[config.mk]
export PLATFORM = sky130hd
export DESIGN_NAME = tec_timer
export DESIGN_NICKNAME = d
export VERILOG_FILES = /design/src/design/tec_pkg.sv /design/src/design/tec_timer.sv
export SDC_FILE = /design/constraint.sdc
export NUM_CORES = 1
export LEC_CHECK = 0
export BUFFER_PORTS_ARGS = -buffer_cell sky130_fd_sc_hd__buf_2
export CAP_MARGIN = 15
export CORE_AREA = 2 2 73 109
export DETAILED_ROUTE_END_ITERATION = 8
export DIE_AREA = 0 0 75 111
export PLACE_DENSITY = 0.83
export SYNTH_ARGS = -nofsm -noshare
export SYNTH_HDL_FRONTEND = slang
export SYNTH_SLANG_ARGS = --single-unit
[constraint.sdc]
create_clock -name pclk -period 5.5 [get_ports pclk]
set_input_delay 0.55 -clock pclk [delete_from_list [all_inputs] [get_ports pclk]]
set_output_delay 0.55 -clock pclk [all_outputs]
set_load 0.01 [all_outputs]
[src/design/tec_pkg.sv]
package tec_pkg;

    // ==========================================================
    // register map (word aligned byte addresses)
    // ==========================================================
    localparam logic [11:0] TEC_OFS_COUNT    = 12'h000;
    localparam logic [11:0] TEC_OFS_CONTROL  = 12'h004;
    localparam logic [11:0] TEC_OFS_INTCTL   = 12'h008;
    localparam logic [11:0] TEC_OFS_PORT_DIR = 12'h00C;
    localparam logic [11:0] TEC_OFS_PORT_DAT = 12'h010;

    // ==========================================================
    // widths and values
    // ==========================================================
    localparam int unsigned TEC_PORT_W  = 8;
    localparam int unsigned TEC_PRESC_W = 7;

    localparam logic [7:0]  TEC_COUNT_FULL    = 8'hFF;
    localparam logic [7:0]  TEC_COUNT_RESET   = 8'h00;
    localparam logic [7:0]  TEC_PRELOAD_RESET = 8'h00;
    localparam logic [7:0]  TEC_PORT_RESET    = 8'hFF;
    localparam logic [6:0]  TEC_PRESC_ONE     = 7'h01;
    localparam logic [7:0]  TEC_COUNT_ONE     = 8'h01;
    localparam int unsigned TEC_INTEN_BIT     = 0;

    // ==========================================================
    // mode field encodings
    // ==========================================================
    localparam logic [1:0] TEC_MODE_OFF   = 2'h0;
    localparam logic [1:0] TEC_MODE_EVENT = 2'h1;
    localparam logic [1:0] TEC_MODE_TIMER = 2'h2;
    localparam logic [1:0] TEC_MODE_PULSE = 2'h3;

    // ==========================================================
    // types
    // ==========================================================
    // layout gives mode 7:6, spare 5, run 4, edge 3, prescale 2:0
    typedef struct packed {
        logic [1:0] mode_select_pair;
        logic       spare;
        logic       counter_run_bit;
        logic       edge_select_bit;
        logic [2:0] prescale_select;
    } tec_ctrl_type;

    typedef enum logic [1:0] {
        TEC_PW_IDLE = 2'b01,
        TEC_PW_MEAS = 2'b10
    } tec_pw_state_type;

    typedef struct packed {
        tec_ctrl_type     timer_control;
        logic [7:0]       count;
        logic [7:0]       preload;
        logic             int_en;
        logic [7:0]       port_dir;
        logic [7:0]       port_dat;
        logic [7:0]       port_oe;
        logic             pin_prev;
        tec_pw_state_type pw;
        logic [6:0]       presc;
        logic             irq;
        logic [31:0]      prdata;
        logic             pready;
        logic             pslverr;
    } tec_state_type;

endpackage

[src/design/tec_timer.sv]
// The register addresses and register access over APB are this design's own decisions.
`timescale 1ns/1ps
`default_nettype none

// How it works
// - one 8-bit up counter holds the live count
// - the shared pin reaches the counter only in event or pulse modes
// - port data and direction registers reset to all ones, pins are inputs
// - mode comes from control bits 7 and 6
// - mode 10 is the timer mode
// - control bit 4 runs the counter when high, stops it when low
// - timer and pulse modes count the prescaled system clock
// - control bits 2 to 0 choose the prescale ratio
// - pin clocked counting ignores the prescale field
// - event mode adds exactly one per qualifying pin edge
// - control bit 3 picks the active pin edge in event and pulse modes
// - count climbs to FF, next step overflows and raises a request
// - overflow reloads the preload value and counting goes on
// - preload write while stopped is copied into the live count
// - preload write while running waits for the next overflow
// - reading the count register returns the live count
// - preload starts at 00 after reset
// - the overflow request passes only while interrupt enable is set
// - mode 01 is the event counter mode
// - event mode edge bit low counts rising, high counts falling
// - pulse mode edge low measures a low pulse, high a high pulse
// - pulse end clears run and later edges are ignored
module tec_timer #(
    parameter int unsigned ADDR_W        = 12,
    parameter int unsigned TIMER_PIN_BIT = 0
) (
    input  wire logic              pclk,
    input  wire logic              presetn,
    input  wire logic              psel,
    input  wire logic              penable,
    input  wire logic              pwrite,
    input  wire logic [ADDR_W-1:0] paddr,
    input  wire logic [31:0]       pwdata,
    output logic      [31:0]       prdata,
    output logic                   pready,
    output logic                   pslverr,
    input  wire logic [7:0]        port_in,
    output logic      [7:0]        port_out,
    output logic      [7:0]        port_oe,
    output logic                   timer_irq
);

    // ==========================================================
    // helpers
    // ==========================================================
    function automatic logic presc_tick(input logic [6:0] p, input logic [2:0] sel);
        logic [6:0] m;
        m = (tec_pkg::TEC_PRESC_ONE << sel) - tec_pkg::TEC_PRESC_ONE;
        return (p & m) == m;
    endfunction

    function automatic logic is_mapped(input logic [11:0] a);
        return a == tec_pkg::TEC_OFS_COUNT || a == tec_pkg::TEC_OFS_CONTROL
            || a == tec_pkg::TEC_OFS_INTCTL || a == tec_pkg::TEC_OFS_PORT_DIR
            || a == tec_pkg::TEC_OFS_PORT_DAT;
    endfunction

    tec_pkg::tec_state_type st_reg;
    tec_pkg::tec_state_type st_next;

    logic [11:0] addr;
    logic        wr_acc;
    logic        setup;
    logic        pin_now;
    logic        ext_sel;
    logic        rise;
    logic        fall;
    logic        ev_edge;
    logic        pw_start;
    logic        pw_end;
    logic        tick;
    logic        inc;
    logic        ovf;
    logic [1:0]  mode;
    logic        run;
    logic        edge_hi;

    assign addr    = 12'(paddr);
    assign setup   = psel & ~penable;
    assign wr_acc  = psel & penable & st_reg.pready & pwrite;
    assign mode    = st_reg.timer_control.mode_select_pair;
    assign run     = st_reg.timer_control.counter_run_bit;
    assign edge_hi = st_reg.timer_control.edge_select_bit;
    assign pin_now = port_in[TIMER_PIN_BIT];

    // ==========================================================
    // pin edges
    // ==========================================================
    // pin only steers the count in the two external modes
    assign ext_sel  = (mode == tec_pkg::TEC_MODE_EVENT) || (mode == tec_pkg::TEC_MODE_PULSE);
    assign rise     = ext_sel & pin_now & ~st_reg.pin_prev;
    assign fall     = ext_sel & ~pin_now & st_reg.pin_prev;
    assign ev_edge  = edge_hi ? fall : rise;
    assign pw_start = edge_hi ? rise : fall;
    assign pw_end   = edge_hi ? fall : rise;
    assign tick     = presc_tick(st_reg.presc, st_reg.timer_control.prescale_select);

    // ==========================================================
    // count enable and overflow
    // ==========================================================
    always_comb
    begin
        inc = 1'b0;
        case (mode)
            tec_pkg::TEC_MODE_TIMER: inc = run & tick;
            tec_pkg::TEC_MODE_EVENT: inc = run & ev_edge;
            tec_pkg::TEC_MODE_PULSE: inc = run & (st_reg.pw == tec_pkg::TEC_PW_MEAS)
                                           & tick & ~pw_end;
            default:                 inc = 1'b0;
        endcase
    end

    assign ovf = inc & (st_reg.count == tec_pkg::TEC_COUNT_FULL);

    // ==========================================================
    // next state
    // ==========================================================
    always_comb
    begin
        st_next = st_reg;
        st_next.pin_prev = pin_now;

        // prescaler held at zero when idle so the first period is whole
        if (run && (mode == tec_pkg::TEC_MODE_TIMER
            || (mode == tec_pkg::TEC_MODE_PULSE && st_reg.pw == tec_pkg::TEC_PW_MEAS)))
        begin
            st_next.presc = st_reg.presc + tec_pkg::TEC_PRESC_ONE;
        end
        else
        begin
            st_next.presc = '0;
        end

        if (inc)
        begin
            if (ovf)
            begin
                st_next.count = st_reg.preload;
            end
            else
            begin
                st_next.count = st_reg.count + tec_pkg::TEC_COUNT_ONE;
            end
        end

        st_next.irq = ovf & st_reg.int_en;

        // single shot pulse capture
        case (st_reg.pw)
            tec_pkg::TEC_PW_IDLE:
            begin
                if (run && mode == tec_pkg::TEC_MODE_PULSE && pw_start)
                begin
                    st_next.pw = tec_pkg::TEC_PW_MEAS;
                end
            end
            tec_pkg::TEC_PW_MEAS:
            begin
                if (!run || mode != tec_pkg::TEC_MODE_PULSE)
                begin
                    st_next.pw = tec_pkg::TEC_PW_IDLE;
                end
                else if (pw_end)
                begin
                    st_next.pw = tec_pkg::TEC_PW_IDLE;
                    st_next.timer_control.counter_run_bit = 1'b0;
                end
            end
            default: st_next.pw = tec_pkg::TEC_PW_IDLE;
        endcase

        // software write comes last so a run set beats the hardware clear
        if (wr_acc)
        begin
            case (addr)
                tec_pkg::TEC_OFS_COUNT:
                begin
                    st_next.preload = pwdata[7:0];
                    if (!run)
                    begin
                        st_next.count = pwdata[7:0];
                    end
                end
                tec_pkg::TEC_OFS_CONTROL:
                begin
                    st_next.timer_control       = pwdata[7:0];
                    st_next.timer_control.spare = 1'b0;
                end
                tec_pkg::TEC_OFS_INTCTL:   st_next.int_en = pwdata[tec_pkg::TEC_INTEN_BIT];
                tec_pkg::TEC_OFS_PORT_DIR: st_next.port_dir = pwdata[7:0];
                tec_pkg::TEC_OFS_PORT_DAT: st_next.port_dat = pwdata[7:0];
                default:                   st_next.preload = st_reg.preload;
            endcase
        end
        // direction bit high means input, so the driver is off
        st_next.port_oe = ~st_next.port_dir;

        // apb: answer is prepared in setup, so every access has no wait
        if (setup)
        begin
            st_next.pready  = 1'b1;
            st_next.pslverr = ~is_mapped(addr);
            st_next.prdata  = '0;
            case (addr)
                tec_pkg::TEC_OFS_COUNT:    st_next.prdata[7:0] = st_reg.count;
                tec_pkg::TEC_OFS_CONTROL:  st_next.prdata[7:0] = st_reg.timer_control;
                tec_pkg::TEC_OFS_INTCTL:
                    st_next.prdata[tec_pkg::TEC_INTEN_BIT] = st_reg.int_en;
                tec_pkg::TEC_OFS_PORT_DIR: st_next.prdata[7:0] = st_reg.port_dir;
                tec_pkg::TEC_OFS_PORT_DAT:
                    st_next.prdata[7:0] = (port_in & st_reg.port_dir)
                                        | (st_reg.port_dat & ~st_reg.port_dir);
                default:                   st_next.prdata = '0;
            endcase
        end
        else if (st_reg.pready)
        begin
            st_next.pready  = 1'b0;
            st_next.pslverr = 1'b0;
        end
    end

    // ==========================================================
    // state register
    // ==========================================================
    always_ff @(posedge pclk or negedge presetn)
    begin
        if (!presetn)
        begin
            st_reg.timer_control <= '0;
            st_reg.count         <= tec_pkg::TEC_COUNT_RESET;
            st_reg.preload       <= tec_pkg::TEC_PRELOAD_RESET;
            st_reg.int_en        <= 1'b0;
            st_reg.port_dir      <= tec_pkg::TEC_PORT_RESET;
            st_reg.port_dat      <= tec_pkg::TEC_PORT_RESET;
            st_reg.port_oe       <= '0;
            st_reg.pin_prev      <= 1'b1; // pin idles high on its pull-up, no false edge
            st_reg.pw            <= tec_pkg::TEC_PW_IDLE;
            st_reg.presc         <= '0;
            st_reg.irq           <= 1'b0;
            st_reg.prdata        <= '0;
            st_reg.pready        <= 1'b0;
            st_reg.pslverr       <= 1'b0;
        end
        else
        begin
            st_reg <= st_next;
        end
    end

    assign prdata    = st_reg.prdata;
    assign pready    = st_reg.pready;
    assign pslverr   = st_reg.pslverr;
    assign port_out  = st_reg.port_dat;
    assign port_oe   = st_reg.port_oe;
    assign timer_irq = st_reg.irq;
endmodule

`default_nettype wire

Word level (Yosys, flattened, before mapping)
Index checks and enable logic that the tools add are counted.
- bits in registers: 69
- $add $sub $neg: 3
- bitwise logic cells: 26
- shift-type cells: 1
- mux-type cells: 25
- reductions and logical operators: 19
- eq/ne operators: 14
- operators with widths (kind ; count):
    $mux 8 ; 7
    $mux 38 ; 1
    $pmux 7 s4 ; 1
    $eq 12x4->1 const B ; 2
    $and 8x8->8 ; 2
    $not 8->8 ; 2
    $and 1x1->1 ; 15
    $eq 12x3->1 const B ; 1
    $eq 12x5->1 const B ; 1
    $logic_not 12->1 ; 1
    $reduce_and 2->1 ; 5
    $add 8x1->8 const B ; 1
    $eq 8x8->1 const B ; 1
    $mux 2 ; 4
    $or 8x8->8 ; 1
    $add 7x1->7 const B ; 1
    $and 7x7->7 ; 1
    $eq 7x7->1 ; 1
    $logic_or 1x1->1 ; 7
    $mux 1 ; 7
    $mux 7 ; 1
    $shl 1x3->7 const A ; 1
    $sub 7x1->7 const B ; 1
    $eq 2x2->1 const B ; 3
    11 further kinds ; 20

Longest topological paths before layout
Gate-level depths: netlist (run 1).
- word-level depth: 15
- depth in mapped cells: 10

Least setup slack after synthesis (run 1)
OpenSTA, ideal clock, no wires.
- path kind: register -> register
- start: register st_reg[87] in the netlist's numbering
- end: register st_reg[80] in the netlist's numbering
- required time: 5.379 ns
- period minus slack after synthesis: 2.144 ns
- setup time: 0.121 ns
- arrival: 2.023 ns
- path slack: 3.356 ns
- stages on the path, launching flop included: 9
- buffers on the path: 2
- cells stage by stage: dfrtp_1 > buf_2 > or3_1 > ha_1 > o221ai_1 > o31ai_2 > buf_2 > a31oi_1 > a22o_1
- RTL lines (element ; RTL line ; source):
    start: declaration ; tec_timer.sv:63 ; tec_pkg::tec_state_type st_reg;
    start signal: assignment ; tec_timer.sv:252 ; st_reg <= st_next;

==> impl_metrics.env, run 1 <==
export IMPL_cp_arrival_ns=2.84
export IMPL_final_nets=500
export IMPL_setup_tns_ns=0
export IMPL_finalHoldViolCount=0
export IMPL_start_kind="register"
export IMPL_final_util=0.595
export IMPL_die_h_um=111
export IMPL_clk_pin_slew_ns=0.06
export IMPL_cts_buffers=9
export IMPL_first_global_vias=3126
export IMPL_place_gp_congestion=0.899
export IMPL_dpl_hpwl_um=6820
export IMPL_regToRegEndpoint="st_reg[80]"
export IMPL_hold_buffers=0
export IMPL_status="completed"
export IMPL_postCtsSetupRepairBufs=0
export IMPL_clock_power_share=0.496
export IMPL_ir_worst_vdd_v=0.000167
export IMPL_syn2layout_area_growth_pct=8.89
export IMPL_period_minus_slack_ns=2.61
export IMPL_cts_num_sinks=69
export IMPL_p_leak_nw=2.11
export IMPL_grt_max_degree=70
export IMPL_largest_reg_flops=38
export IMPL_skew_ns=0.00989
export IMPL_internal_power_uw=882
export IMPL_p_sw_frac=0.221
export IMPL_first_iter_violations=217
export IMPL_power_per_cell_area_nw_per_um2=255
export IMPL_synth_adder_area_share=0.0215
export IMPL_synthCells=405
export IMPL_ys_seq_area_frac=0.429
export IMPL_reg2reg_depth=6
export IMPL_ys_warn_count=0
export IMPL_crit_path_end_kind="register"
export IMPL_worstSkewPairLatency_ns=0.34
export IMPL_synthMuxAreaShare=0.114
export IMPL_ioPinCount=108
export IMPL_antenna_cells=0
export IMPL_power_net_switching_uw=250
export IMPL_rr_startpoint="st_reg[87]"
export IMPL_n_fill_cell=631
export IMPL_grt_pass1_wl_um=14900
export IMPL_power_frac_comb=0.051
export IMPL_dieArea_um2=8330
export IMPL_slew_headroom=0.292
export IMPL_multi_input_area_um2=1890
export IMPL_synth_compound_area_share=0.123
export IMPL_ys_flop_type="dfrtp_1"
export IMPL_setup_worst_path_end="st_reg[80]"
export IMPL_fp_row_count=39
export IMPL_seq_area_um2=1750
export IMPL_layout_drive_gt1_share=0.268
export IMPL_worst_pin_slew_ns=1.05
export IMPL_core_area_um2=7470
export IMPL_final_setup_viol_count=0
export IMPL_avgSynthCellArea_um2=10.1
export IMPL_maxCapViolCount=0
export IMPL_grt_overflow=0
export IMPL_worstSetupStartpoint="st_reg[87]"
export IMPL_ctsResizeCount=0
export IMPL_root_buffer="clkbuf_16"
export IMPL_grt_antenna_before_repair=0
export IMPL_ant_nets=0
export IMPL_die_x_um=75
export IMPL_wl_um=9180
export IMPL_reg2reg_setup_slack_ns=2.89
export IMPL_drc=0
export IMPL_start_util=0.547
export IMPL_seqPwrFrac=0.453
export IMPL_rsz0062_at_grt="false"
export IMPL_wl_per_cell_um=16.9
export IMPL_dr_total_vias=3046
export IMPL_synth_edff_count=0
export IMPL_ys_types=70
export IMPL_portBuffers=59
export IMPL_synth_simple_area_share=0.169
export IMPL_grt_usage=0.239
export IMPL_cp_max_fo=11
export IMPL_hold_class="input pin to register"
export IMPL_slew_violations=0
export IMPL_viasPerCell=5.61
export IMPL_max_freq_mhz=383
export IMPL_fin_crit_sh=0.475
export IMPL_synth_top_family_by_area="simple AND/OR/NAND/NOR gates"
export IMPL_htreeDepth=3
export IMPL_firstDrtPassIters=4
export IMPL_cts_tree="yes"
export IMPL_cp_required_ns=5.73
export IMPL_synth_xor_area_frac=0.0129
export IMPL_worst_setup_path_type="register to register"
export IMPL_cts_path_max_buffers=2
export IMPL_netlist_area_um2=4080
export IMPL_synth_seq_cells=69
export IMPL_async_flop_share=1.00
power by group through the flow:
stage                     logic, mW  registers, mW  clock network [mW]
final                        0.0581          0.513               0.562
after global routing         0.0650          0.512               0.589
after CTS                    0.0583          0.513               0.568
after detailed placement     0.0581          0.521                   0
after global placement       0.0570          0.521                   0
after floorplan              0.0379          0.521                   0
cells in the mapped netlist (3+ instances only):
| library cell | n | share of area |
|---|---|---|
| nor2_1 | 27 | 0.025 |
| dfstp_2 | 18 | 0.12 |
| nor2b_1 | 3 | 0.0046 |
| o31ai_1 | 4 | 0.0074 |
| ha_1 | 7 | 0.021 |
| a31oi_1 | 8 | 0.012 |
| mux2i_1 | 24 | 0.059 |
| clkbuf_1 | 5 | 0.0046 |
| xnor2_1 | 4 | 0.0086 |
| nor3b_1 | 3 | 0.0055 |
| buf_2 | 5 | 0.0061 |
| dfrtp_1 | 51 | 0.31 |
| a22o_1 | 4 | 0.0086 |
| o32ai_1 | 3 | 0.0064 |
| nor3_1 | 3 | 0.0037 |
| inv_1 | 23 | 0.021 |
| o22ai_1 | 3 | 0.0046 |
| nand4_1 | 6 | 0.0092 |
| a21oi_1 | 7 | 0.0086 |
| a221oi_1 | 3 | 0.0064 |
| and3_1 | 8 | 0.012 |
| nand2_1 | 31 | 0.029 |
| nand2b_1 | 4 | 0.0061 |
| o21ai_1 | 7 | 0.0086 |
| o21ai_0 | 12 | 0.015 |
| nand3_1 | 11 | 0.013 |
| buf_4 | 50 | 0.092 |
| nor4_1 | 3 | 0.0046 |
| mux2_1 | 8 | 0.022 |
| mux2_2 | 12 | 0.033 |
placed cells by master, fill, tap and decap left out, drive strengths merged, types with 2 or more instances in the layout:
| master | Yosys | layout |
|---|---|---|
| a21oi | 7 | 7 |
| a221oi | 3 | 3 |
| a22o | 4 | 4 |
| a31o | 4 | 4 |
| a31oi | 8 | 8 |
| and3 | 8 | 8 |
| buf | 58 | 60 |
| clkbuf | 5 | 16 |
| conb | 1 | 24 |
| dfrtp | 51 | 51 |
| dfstp | 18 | 18 |
| ha | 7 | 7 |
| inv | 23 | 23 |
| mux2 | 20 | 20 |
| mux2i | 24 | 24 |
| nand2 | 31 | 31 |
| nand2b | 5 | 5 |
| nand3 | 14 | 14 |
| nand3b | 4 | 4 |
| nand4 | 6 | 6 |
| nor2 | 29 | 29 |
| nor2b | 3 | 3 |
| nor3 | 4 | 4 |
| nor3b | 3 | 3 |
| nor4 | 4 | 4 |
| o211ai | 2 | 2 |
| o21ai | 19 | 19 |
| o22ai | 3 | 3 |
| o31ai | 5 | 5 |
| o32ai | 3 | 3 |
| or3 | 2 | 2 |
| xnor2 | 4 | 4 |
| xor2 | 2 | 2 |
per-stage QoR:
step                      cell area, µm²  hold slack (ns)  total power, mW  cells  setup WS, ns
after global placement              4150            0.457            0.578    527          3.00
final                               4440            0.387             1.13    543          2.89
after floorplan                     4170            0.254            0.558    428          3.36
after detailed placement            4150            0.462            0.579    527          2.91
after CTS                           4440            0.374             1.14    543          2.91
after global routing                4440            0.385             1.17    543          2.73
kinds of logic (layout without fill, tap and decap cells):
| kind of cell | Yosys count | in the layout |
|---|---|---|
| compound gates | 72 | 72 |
| xor+xnor | 6 | 6 |
| simple gates | 120 | 120 |
| mux | 44 | 44 |
| flops | 69 | 69 |
| other cells | 1 | 24 |
| buf+inv | 86 | 99 |
| fa+ha+maj | 7 | 7 |
worst min-delay path by stage:
stage	from	endpoint	slack, ns	cells past startpoint
2_1_floorplan	presetn	edge_hi	0.25	0
3_3_place_gp	prdata[0]	prdata[0]	0.46	2
3_5_place_dp	prdata[0]	prdata[0]	0.46	2
4_1_cts	port_in[0]	st_reg[44]	0.37	1
5_1_grt	port_in[0]	st_reg[44]	0.39	1
6_report	port_in[0]	st_reg[44]	0.39	1
layout make-up:
class | instances | area share
inverter | 23 | 0.0194
tap | 102 | 0.0287
timing repair buffer | 60 | 0.0681
clock buffer | 16 | 0.0656
sequential | 69 | 0.394
multi-input combinational | 273 | 0.425
worst max-delay path, cell delays in order, from the launching register on:
cell      delay (ns)
dfrtp_1         0.49
or3_1           0.41
ha_1            0.28
o221ai_1        0.17
o31ai_2         0.75
a31oi_1         0.17
a22o_1          0.24
layer usage:
layer | global-route usage | vias to the layer above | share of wire | wire length, µm
met1 | 0.254 | 1468 | 0.36 | 3320
met2 | 0.402 | 121 | 0.54 | 4960
met4 | 0.156 | 0 | 0.048 | 442
met5 | 0 | - | 0 | 0
met3 | 0.0591 | 29 | 0.051 | 464
li1 | - | 1428 | - | -
No activity file was read; power rests on OpenSTA's default activity.
==> run 2: changes to the inputs <==
--- a/config.mk
+++ b/config.mk
@@ -5,12 +5,13 @@
 export SDC_FILE = /design/constraint.sdc
 export NUM_CORES = 1
 export LEC_CHECK = 0
+export ABC_AREA = 1
 export BUFFER_PORTS_ARGS = -buffer_cell sky130_fd_sc_hd__buf_2
 export CAP_MARGIN = 15
-export CORE_AREA = 2 2 73 109
+export CORE_AREA = 2 2 78 117
 export DETAILED_ROUTE_END_ITERATION = 8
-export DIE_AREA = 0 0 75 111
-export PLACE_DENSITY = 0.83
+export DIE_AREA = 0 0 80 119
+export PLACE_DENSITY = 0.75
 export SYNTH_ARGS = -nofsm -noshare
 export SYNTH_HDL_FRONTEND = slang
 export SYNTH_SLANG_ARGS = --single-unit
==> constraint.sdc (replaced) <==
create_clock -name pclk -period 2.3 [get_ports pclk]
set_input_delay 0.23 -clock pclk [delete_from_list [all_inputs] [get_ports pclk]]
set_output_delay 0.23 -clock pclk [all_outputs]
set_load 0.01 [all_outputs]
==> run 2 against run 1 <==
Net effect: clock power grew to 2.7 times the previous value; design area is 1.1% higher; critical path depth is 7 higher; core utilization is 7.4 points lower; combinational power is 120% higher; worst hold slack worse by 0.37 ns; via count is 12% higher; first-iteration DRC count is 1.4% higher; synthesized cell count is 24% higher; largest power group unchanged; clock-buffer cell count is 5 lower; die area is 14% higher.
==> impl_metrics.env, run 2 <==
export IMPL_cp_arrival_ns=2.34
export IMPL_layout_drive_gt1_share=0.208
export IMPL_fin_ws_ns=0.174
export IMPL_htreeDepth=3
export IMPL_viasPerCell=5.12
export IMPL_start_kind="register"
export IMPL_synth_adder_area_share=0.0222
export IMPL_firstDrtPassIters=4
export IMPL_final_common_cell="nand2_1"
export IMPL_dieArea_um2=9520
export IMPL_first_iter_violations=220
export IMPL_regToRegEndpoint="st_reg[79]"
export IMPL_ir_worst_vdd_v=0.000384
export IMPL_wl_per_cell_um=13.9
export IMPL_period_minus_slack_ns=2.13
export IMPL_crit_path_end_kind="register"
export IMPL_root_buffer="clkbuf_16"
export IMPL_yosys_area_top_type_share=0.324
export IMPL_yosys_area_top_type="dfrtp_1"
export IMPL_grt_use_met1=0.215
export IMPL_avgSynthCellArea_um2=7.83
export IMPL_die_x_um=80
export IMPL_async_flop_share=1.00
export IMPL_portBuffers=59
export IMPL_cts_buffers=9
export IMPL_dr_total_vias=3412
export IMPL_grt_antenna_before_repair=0
export IMPL_grt_util_met2=0.366
export IMPL_setup_tns_ns=0
export IMPL_grt_usage=0.202
export IMPL_reg2reg_setup_slack_ns=0.17
export IMPL_first_global_vias=3317
export IMPL_netlist_area_um2=3950
export IMPL_synth_simple_area_share=0.212
export IMPL_fin_crit_sh=0.924
export IMPL_synth_compound_area_share=0.123
export IMPL_cts_tree="yes"
export IMPL_worst_setup_path_type="register to register"
export IMPL_cp_required_ns=2.52
export IMPL_synthMuxAreaShare=0.0152
export IMPL_synth_edff_count=0
export IMPL_rr_startpoint="mode[1]"
export IMPL_stdcell_area_um2=4490
export IMPL_power_per_cell_area_nw_per_um2=640
export IMPL_synthCells=504
export IMPL_worstSkewPairLatency_ns=0.33
export IMPL_dpl_hpwl_um=6940
export IMPL_slew_violations=0
export IMPL_status="completed"
export IMPL_synth_seq_cells=69
export IMPL_worstHoldStart="port_in[0]"
export IMPL_final_cell_mix="nand2_1, inv_1, buf_2"
export IMPL_place_gp_congestion=0.935
export IMPL_yosys_cell_count_top_type="nand2_1"
export IMPL_grt_max_degree=30
export IMPL_core_area_um2=8620
export IMPL_worst_hold_path_num_cells=1
export IMPL_cts_num_sinks=69
export IMPL_skew_ns=0.00509
export IMPL_totalPowerFinal_mw=2.87
export IMPL_finalHoldViolCount=0
export IMPL_ys_seq_area_frac=0.443
export IMPL_final_nets=616
export IMPL_clk_pin_slew_ns=0.06
export IMPL_ant_nets=0
export IMPL_gr_max_usage_layer="met2"
export IMPL_cts_path_max_buffers=2
export IMPL_start_util=0.458
export IMPL_synth_top_family_by_area="simple AND/OR/NAND/NOR gates"
export IMPL_final_setup_viol_count=0
export IMPL_antenna_cells=0
export IMPL_pre_cts_ws_ns=0.0618
export IMPL_wl_um=9250
export IMPL_syn2layout_area_growth_pct=13.9
export IMPL_largest_reg_flops=38
export IMPL_place_area_um2=4130
export IMPL_reg2reg_depth=13
export IMPL_die_h_um=119
export IMPL_hold_class="input pin to register"
export IMPL_p_leak_nw=2.39
export IMPL_max_freq_mhz=470
export IMPL_worst_pin_slew_ns=0.719
export IMPL_synthTopCellsByArea="dfrtp_1, dfstp_2, nand2_1"
export IMPL_maxCapViolCount=0
export IMPL_rsz0062_at_grt="false"
export IMPL_drc=0
export IMPL_synth_xor_area_frac=0.00444
export IMPL_ys_flop_type="dfrtp_1"
export IMPL_grt_overflow=0
export IMPL_fp_row_count=42
export IMPL_ys_types=36
export IMPL_synth_commonest_cells="nand2_1, inv_1, dfrtp_1, o21ai_0, buf_4"
export IMPL_slew_headroom=0.521
export IMPL_use_met3=0.0341
export IMPL_cp_max_fo=11
export IMPL_ioPinCount=108
export IMPL_holdPathEnd="st_reg[44]"
export IMPL_grt_pass1_wl_um=14900
export IMPL_ys_warn_count=0
-- run 2: cell count changes in the layout (fill, tap and decap cells not counted), moves of 9 or more --
cell	change
nand2_1	+80
inv_1	+56
o21ai_0	+36
mux2i_1	-18
o22ai_1	+14
mux2_2	-12
nand3_1	+12
buf_4	+9
-- run 2: stage by stage --
step | utilization | hold WS [ns] | std cells
2_1_floorplan | - | -0.0656 | 527
3_3_place_gp | 0.479 | 0.316 | 649
3_5_place_dp | 0.479 | 0.313 | 649
4_1_cts | 0.519 | 0.0133 | 666
5_1_grt | 0.521 | 0.0197 | 667
6_report | 0.521 | 0.0181 | 667
-- run 2: how the worst max path moves through the flow --
stage / start / endpoint / cells after the start
floorplan: st_reg[87] / st_reg[83] / 14
global placement: st_reg[87] / st_reg[78] / 12
detailed placement: st_reg[87] / st_reg[78] / 12
CTS: st_reg[87] / st_reg[78] / 12
global route: st_reg[87] / st_reg[79] / 13
finish: mode[1] / st_reg[79] / 13
-- run 2: cell families after synthesis --
kind of cell             Yosys count
AND/OR/NAND/NOR                  195
buffers and inverters            136
AO/OA/AOI/OAI                     88
flip-flops                        69
adder cells (fa/ha/maj)            7
multiplexers                       6
XOR/XNOR                           2
other                              1
-- run 2: final cells by class --
class                           instances  area [µm²]
Sequential cell                        69        1750
Fill cell                             811        4130
Timing Repair Buffer                   70         380
Clock inverter                          5        81.3
Inverter                               80         300
Clock buffer                           11         253
Tap cell                              110         138
Multi-Input combinational cell        322        1590
-- run 2: routing by layer --
layer	wire, µm	vias up
li1	-	1648
met4	346	0
met5	0	-
met2	4960	115
met3	457	26
met1	3480	1623
-- run 2: critical path, cell delays in order (launching register included) --
cell and delay (ns):
dfrtp_1 0.42, inv_1 0.12, ha_1 0.22, inv_1 0.06, nand2_1 0.10, nand3_1 0.14
nand3_1 0.13, nand2_1 0.09, a21oi_4 0.22, nand2_4 0.13, inv_1 0.15, nand3_1 0.08
nand2_1 0.08, o21ai_2 0.05
-- run 2: power by group --
group          internal [mW]  total, mW  switching [mW]
combinational         0.0373      0.127          0.0899
sequential              1.22       1.22         0.00253
clock                   1.01       1.52           0.513
-- run 2: what timing repair did --
action | in CTS | in global routing
endpoints found under the hold margin | 20 | 0
resized for setup | 0 | 5
hold buffers | 1 | 0
setup buffers | 0 | 1
setup endpoints to repair | 0 | 8
==> run 3: changes to the inputs <==
==> config.mk (replaced) <==
export PLATFORM = sky130hd
export DESIGN_NAME = tec_timer
export DESIGN_NICKNAME = d
export VERILOG_FILES = /design/src/design/tec_pkg.sv /design/src/design/tec_timer.sv
export SDC_FILE = /design/constraint.sdc
export NUM_CORES = 1
export LEC_CHECK = 0
export ABC_AREA = 1
export CAP_MARGIN = 15
export CORE_AREA = 2 2 85 127
export CTS_BUF_LIST = sky130_fd_sc_hd__clkbuf_16
export DETAILED_ROUTE_END_ITERATION = 8
export DIE_AREA = 0 0 87 129
export DONT_BUFFER_PORTS = 1
export SYNTH_ARGS = -nofsm -noshare
export SYNTH_HDL_FRONTEND = slang
export SYNTH_SLANG_ARGS = --single-unit
==> run 3 against run 2 <==
Net effect: non-clock buffer count decreased by 57; wire length decreased by 0.69%; via count decreased by 9.0%; sequential cell count unchanged; sequential power about the same; combinational power decreased by 29%; first-iteration DRC count decreased by 41%; die area increased by 18%; clock skew about the same; final cell count decreased by 7.5%; total power decreased by 3.1%.
==> impl_metrics.env, run 3 (synthesis results as in run 2) <==
export IMPL_worstHoldStart="pwdata[7]"
export IMPL_start_util=0.391
export IMPL_final_nets=559
export IMPL_clock_power_share=0.528
export IMPL_core_area_um2=10100
export IMPL_skew_ns=0.00539
export IMPL_setup_tns_ns=0
export IMPL_hold_class="input pin to register"
export IMPL_cts_buffers=9
export IMPL_layout_drive_gt1_share=0.112
export IMPL_p_leak_nw=2.13
export IMPL_cp_max_fo=11
export IMPL_ioPinCount=108
export IMPL_rsz0062_at_grt="false"
export IMPL_ir_worst_vdd_v=0.000370
export IMPL_maxCapViolCount=0
export IMPL_seqPwrFrac=0.440
export IMPL_dpl_hpwl_um=6980
export IMPL_final_cell_mix="nand2_1, inv_1, dfrtp_1"
export IMPL_power_net_switching_uw=603
export IMPL_cts_num_sinks=69
export IMPL_die_x_um=87
export IMPL_start_kind="register"
export IMPL_holdPathEnd="port_oe[7]"
export IMPL_largest_reg_flops=38
export IMPL_cp_arrival_ns=2.30
export IMPL_fin_crit_sh=0.907
export IMPL_cts_tree="yes"
export IMPL_wl_per_cell_um=14.9
export IMPL_grt_usage=0.172
export IMPL_root_buffer="clkbuf_16"
export IMPL_clk_pin_slew_ns=0.06
export IMPL_cp_required_ns=2.51
export IMPL_slowest_delay_ns=0.43
export IMPL_portBuffers=0
export IMPL_final_setup_viol_count=0
export IMPL_cts_path_max_buffers=2
export IMPL_slew_headroom=0.570
export IMPL_totalPowerFinal_mw=2.79
export IMPL_antenna_cells=0
export IMPL_grt_pass1_wl_um=14700
export IMPL_finalHoldViolCount=0
export IMPL_internal_power_mw=2.18
export IMPL_drc=0
export IMPL_cpMaxStageDelayCell="dfrtp_1"
export IMPL_slew_violations=0
export IMPL_syn2layout_area_growth_pct=7.20
export IMPL_grt_antenna_before_repair=0
export IMPL_grt_max_degree=70
export IMPL_dieArea_um2=11200
export IMPL_crit_family="simple AND/OR/NAND/NOR gates"
export IMPL_crit_path_end_kind="register"
export IMPL_wl_um=9190
export IMPL_grt_overflow=0
export IMPL_final_common_cell="nand2_1"
export IMPL_regToRegEndpoint="st_reg[78]"
export IMPL_first_global_vias=3089
export IMPL_rr_startpoint="st_reg[87]"
export IMPL_first_iter_violations=130
export IMPL_reg2reg_setup_slack_ns=0.21
export IMPL_viasPerCell=5.03
export IMPL_place_gp_congestion=0.900
export IMPL_firstDrtPassIters=6
export IMPL_max_freq_mhz=479
export IMPL_power_frac_comb=0.032
export IMPL_fp_row_count=45
export IMPL_status="completed"
export IMPL_worst_setup_path_type="register to register"
export IMPL_path_buf_inv=1
export IMPL_htreeDepth=3
export IMPL_ant_nets=0
export IMPL_worst_hold_path_num_cells=1
export IMPL_cp_cell_sequence="nor2_4 > nand2_2 > ha_1 > or2_2 > nand2_1 > nor2_1 > nand2_1 > o21ai_4 > nand2_4 > inv_1 > o21ai_0 > o21ai_0"
export IMPL_period_minus_slack_ns=2.09
export IMPL_dr_total_vias=3104
export IMPL_power_per_cell_area_nw_per_um2=659
export IMPL_worstSkewPairLatency_ns=0.34
export IMPL_postCtsSetupRepairBufs=0
export IMPL_worst_pin_slew_ns=0.643
export IMPL_reg2reg_depth=12
export IMPL_die_h_um=129
export IMPL_p_sw_frac=0.216
[run 3: changes by cell type in the layout (fill, tap and decap cells not counted), sizes merged]
cell / previous run / this run
clkinvlp: 1 / 2
buf: 69 / 11
clkbuf: 11 / 9
inv: 81 / 80
clkinv: 1 / 3
dlygate4sd3: 1 / 2
[run 3: worst max-delay path by stage]
stage | from | endpoint | slack (ns) | cells after the start
after floorplan | st_reg[87] | st_reg[83] | 0.37 | 14
after global placement | st_reg[87] | st_reg[78] | 0.17 | 12
after detailed placement | st_reg[86] | st_reg[78] | 0.15 | 12
after CTS | st_reg[87] | st_reg[78] | 0.14 | 12
after global routing | st_reg[87] | st_reg[79] | 0.03 | 14
final | st_reg[87] | st_reg[78] | 0.21 | 12
[run 3: cell type report]
cell class              count  area [µm²]
clock buffers               9         225
repair buffers             13         123
multi-input cells         322        1600
flip-flops and latches     69        1750
well taps                 117         146
inverters                  80         300
fillers                  1005        5850
clock inverters             7        90.1
[run 3: power groups by stage]
| stage | Clock (mW) | Sequential (mW) | Combinational [mW] |
|---|---|---|---|
| finish | 1.47 | 1.23 | 0.0902 |
| global route | 1.54 | 1.22 | 0.104 |
| CTS | 1.49 | 1.23 | 0.0924 |
| floorplan | 0 | 1.25 | 0.0774 |
| detailed placement | 0 | 1.25 | 0.0588 |
| global placement | 0 | 1.25 | 0.0582 |
[run 3: per-stage QoR]
| stage | hold slack, ns | util | setup WS, ns | std cells | area, µm² |
|---|---|---|---|---|---|
| 2_1_floorplan | -0.0656 | - | 0.371 | 527 | 4030 |
| 3_3_place_gp | -0.0611 | 0.382 | 0.175 | 598 | 3850 |
| 3_5_place_dp | -0.0618 | 0.382 | 0.154 | 598 | 3850 |
| 4_1_cts | 0.00499 | 0.418 | 0.137 | 617 | 4210 |
| 5_1_grt | 0.0159 | 0.420 | 0.0300 | 617 | 4230 |
| 6_report | 0.0109 | 0.420 | 0.214 | 617 | 4230 |
[run 3: routing by layer]
metal  wire [µm]  up-vias  track usage
met2        5040       76        0.318
met5           0        -            0
li1            -     1527            -
met4         307        0       0.0901
met1        3490     1482        0.179
met3         358       19       0.0327
[run 3: what timing repair did]
item	CTS	global route
hold buffers	3	0
gates resized for setup	0	3
hold endpoints to repair	70	0
setup endpoints to repair	0	4
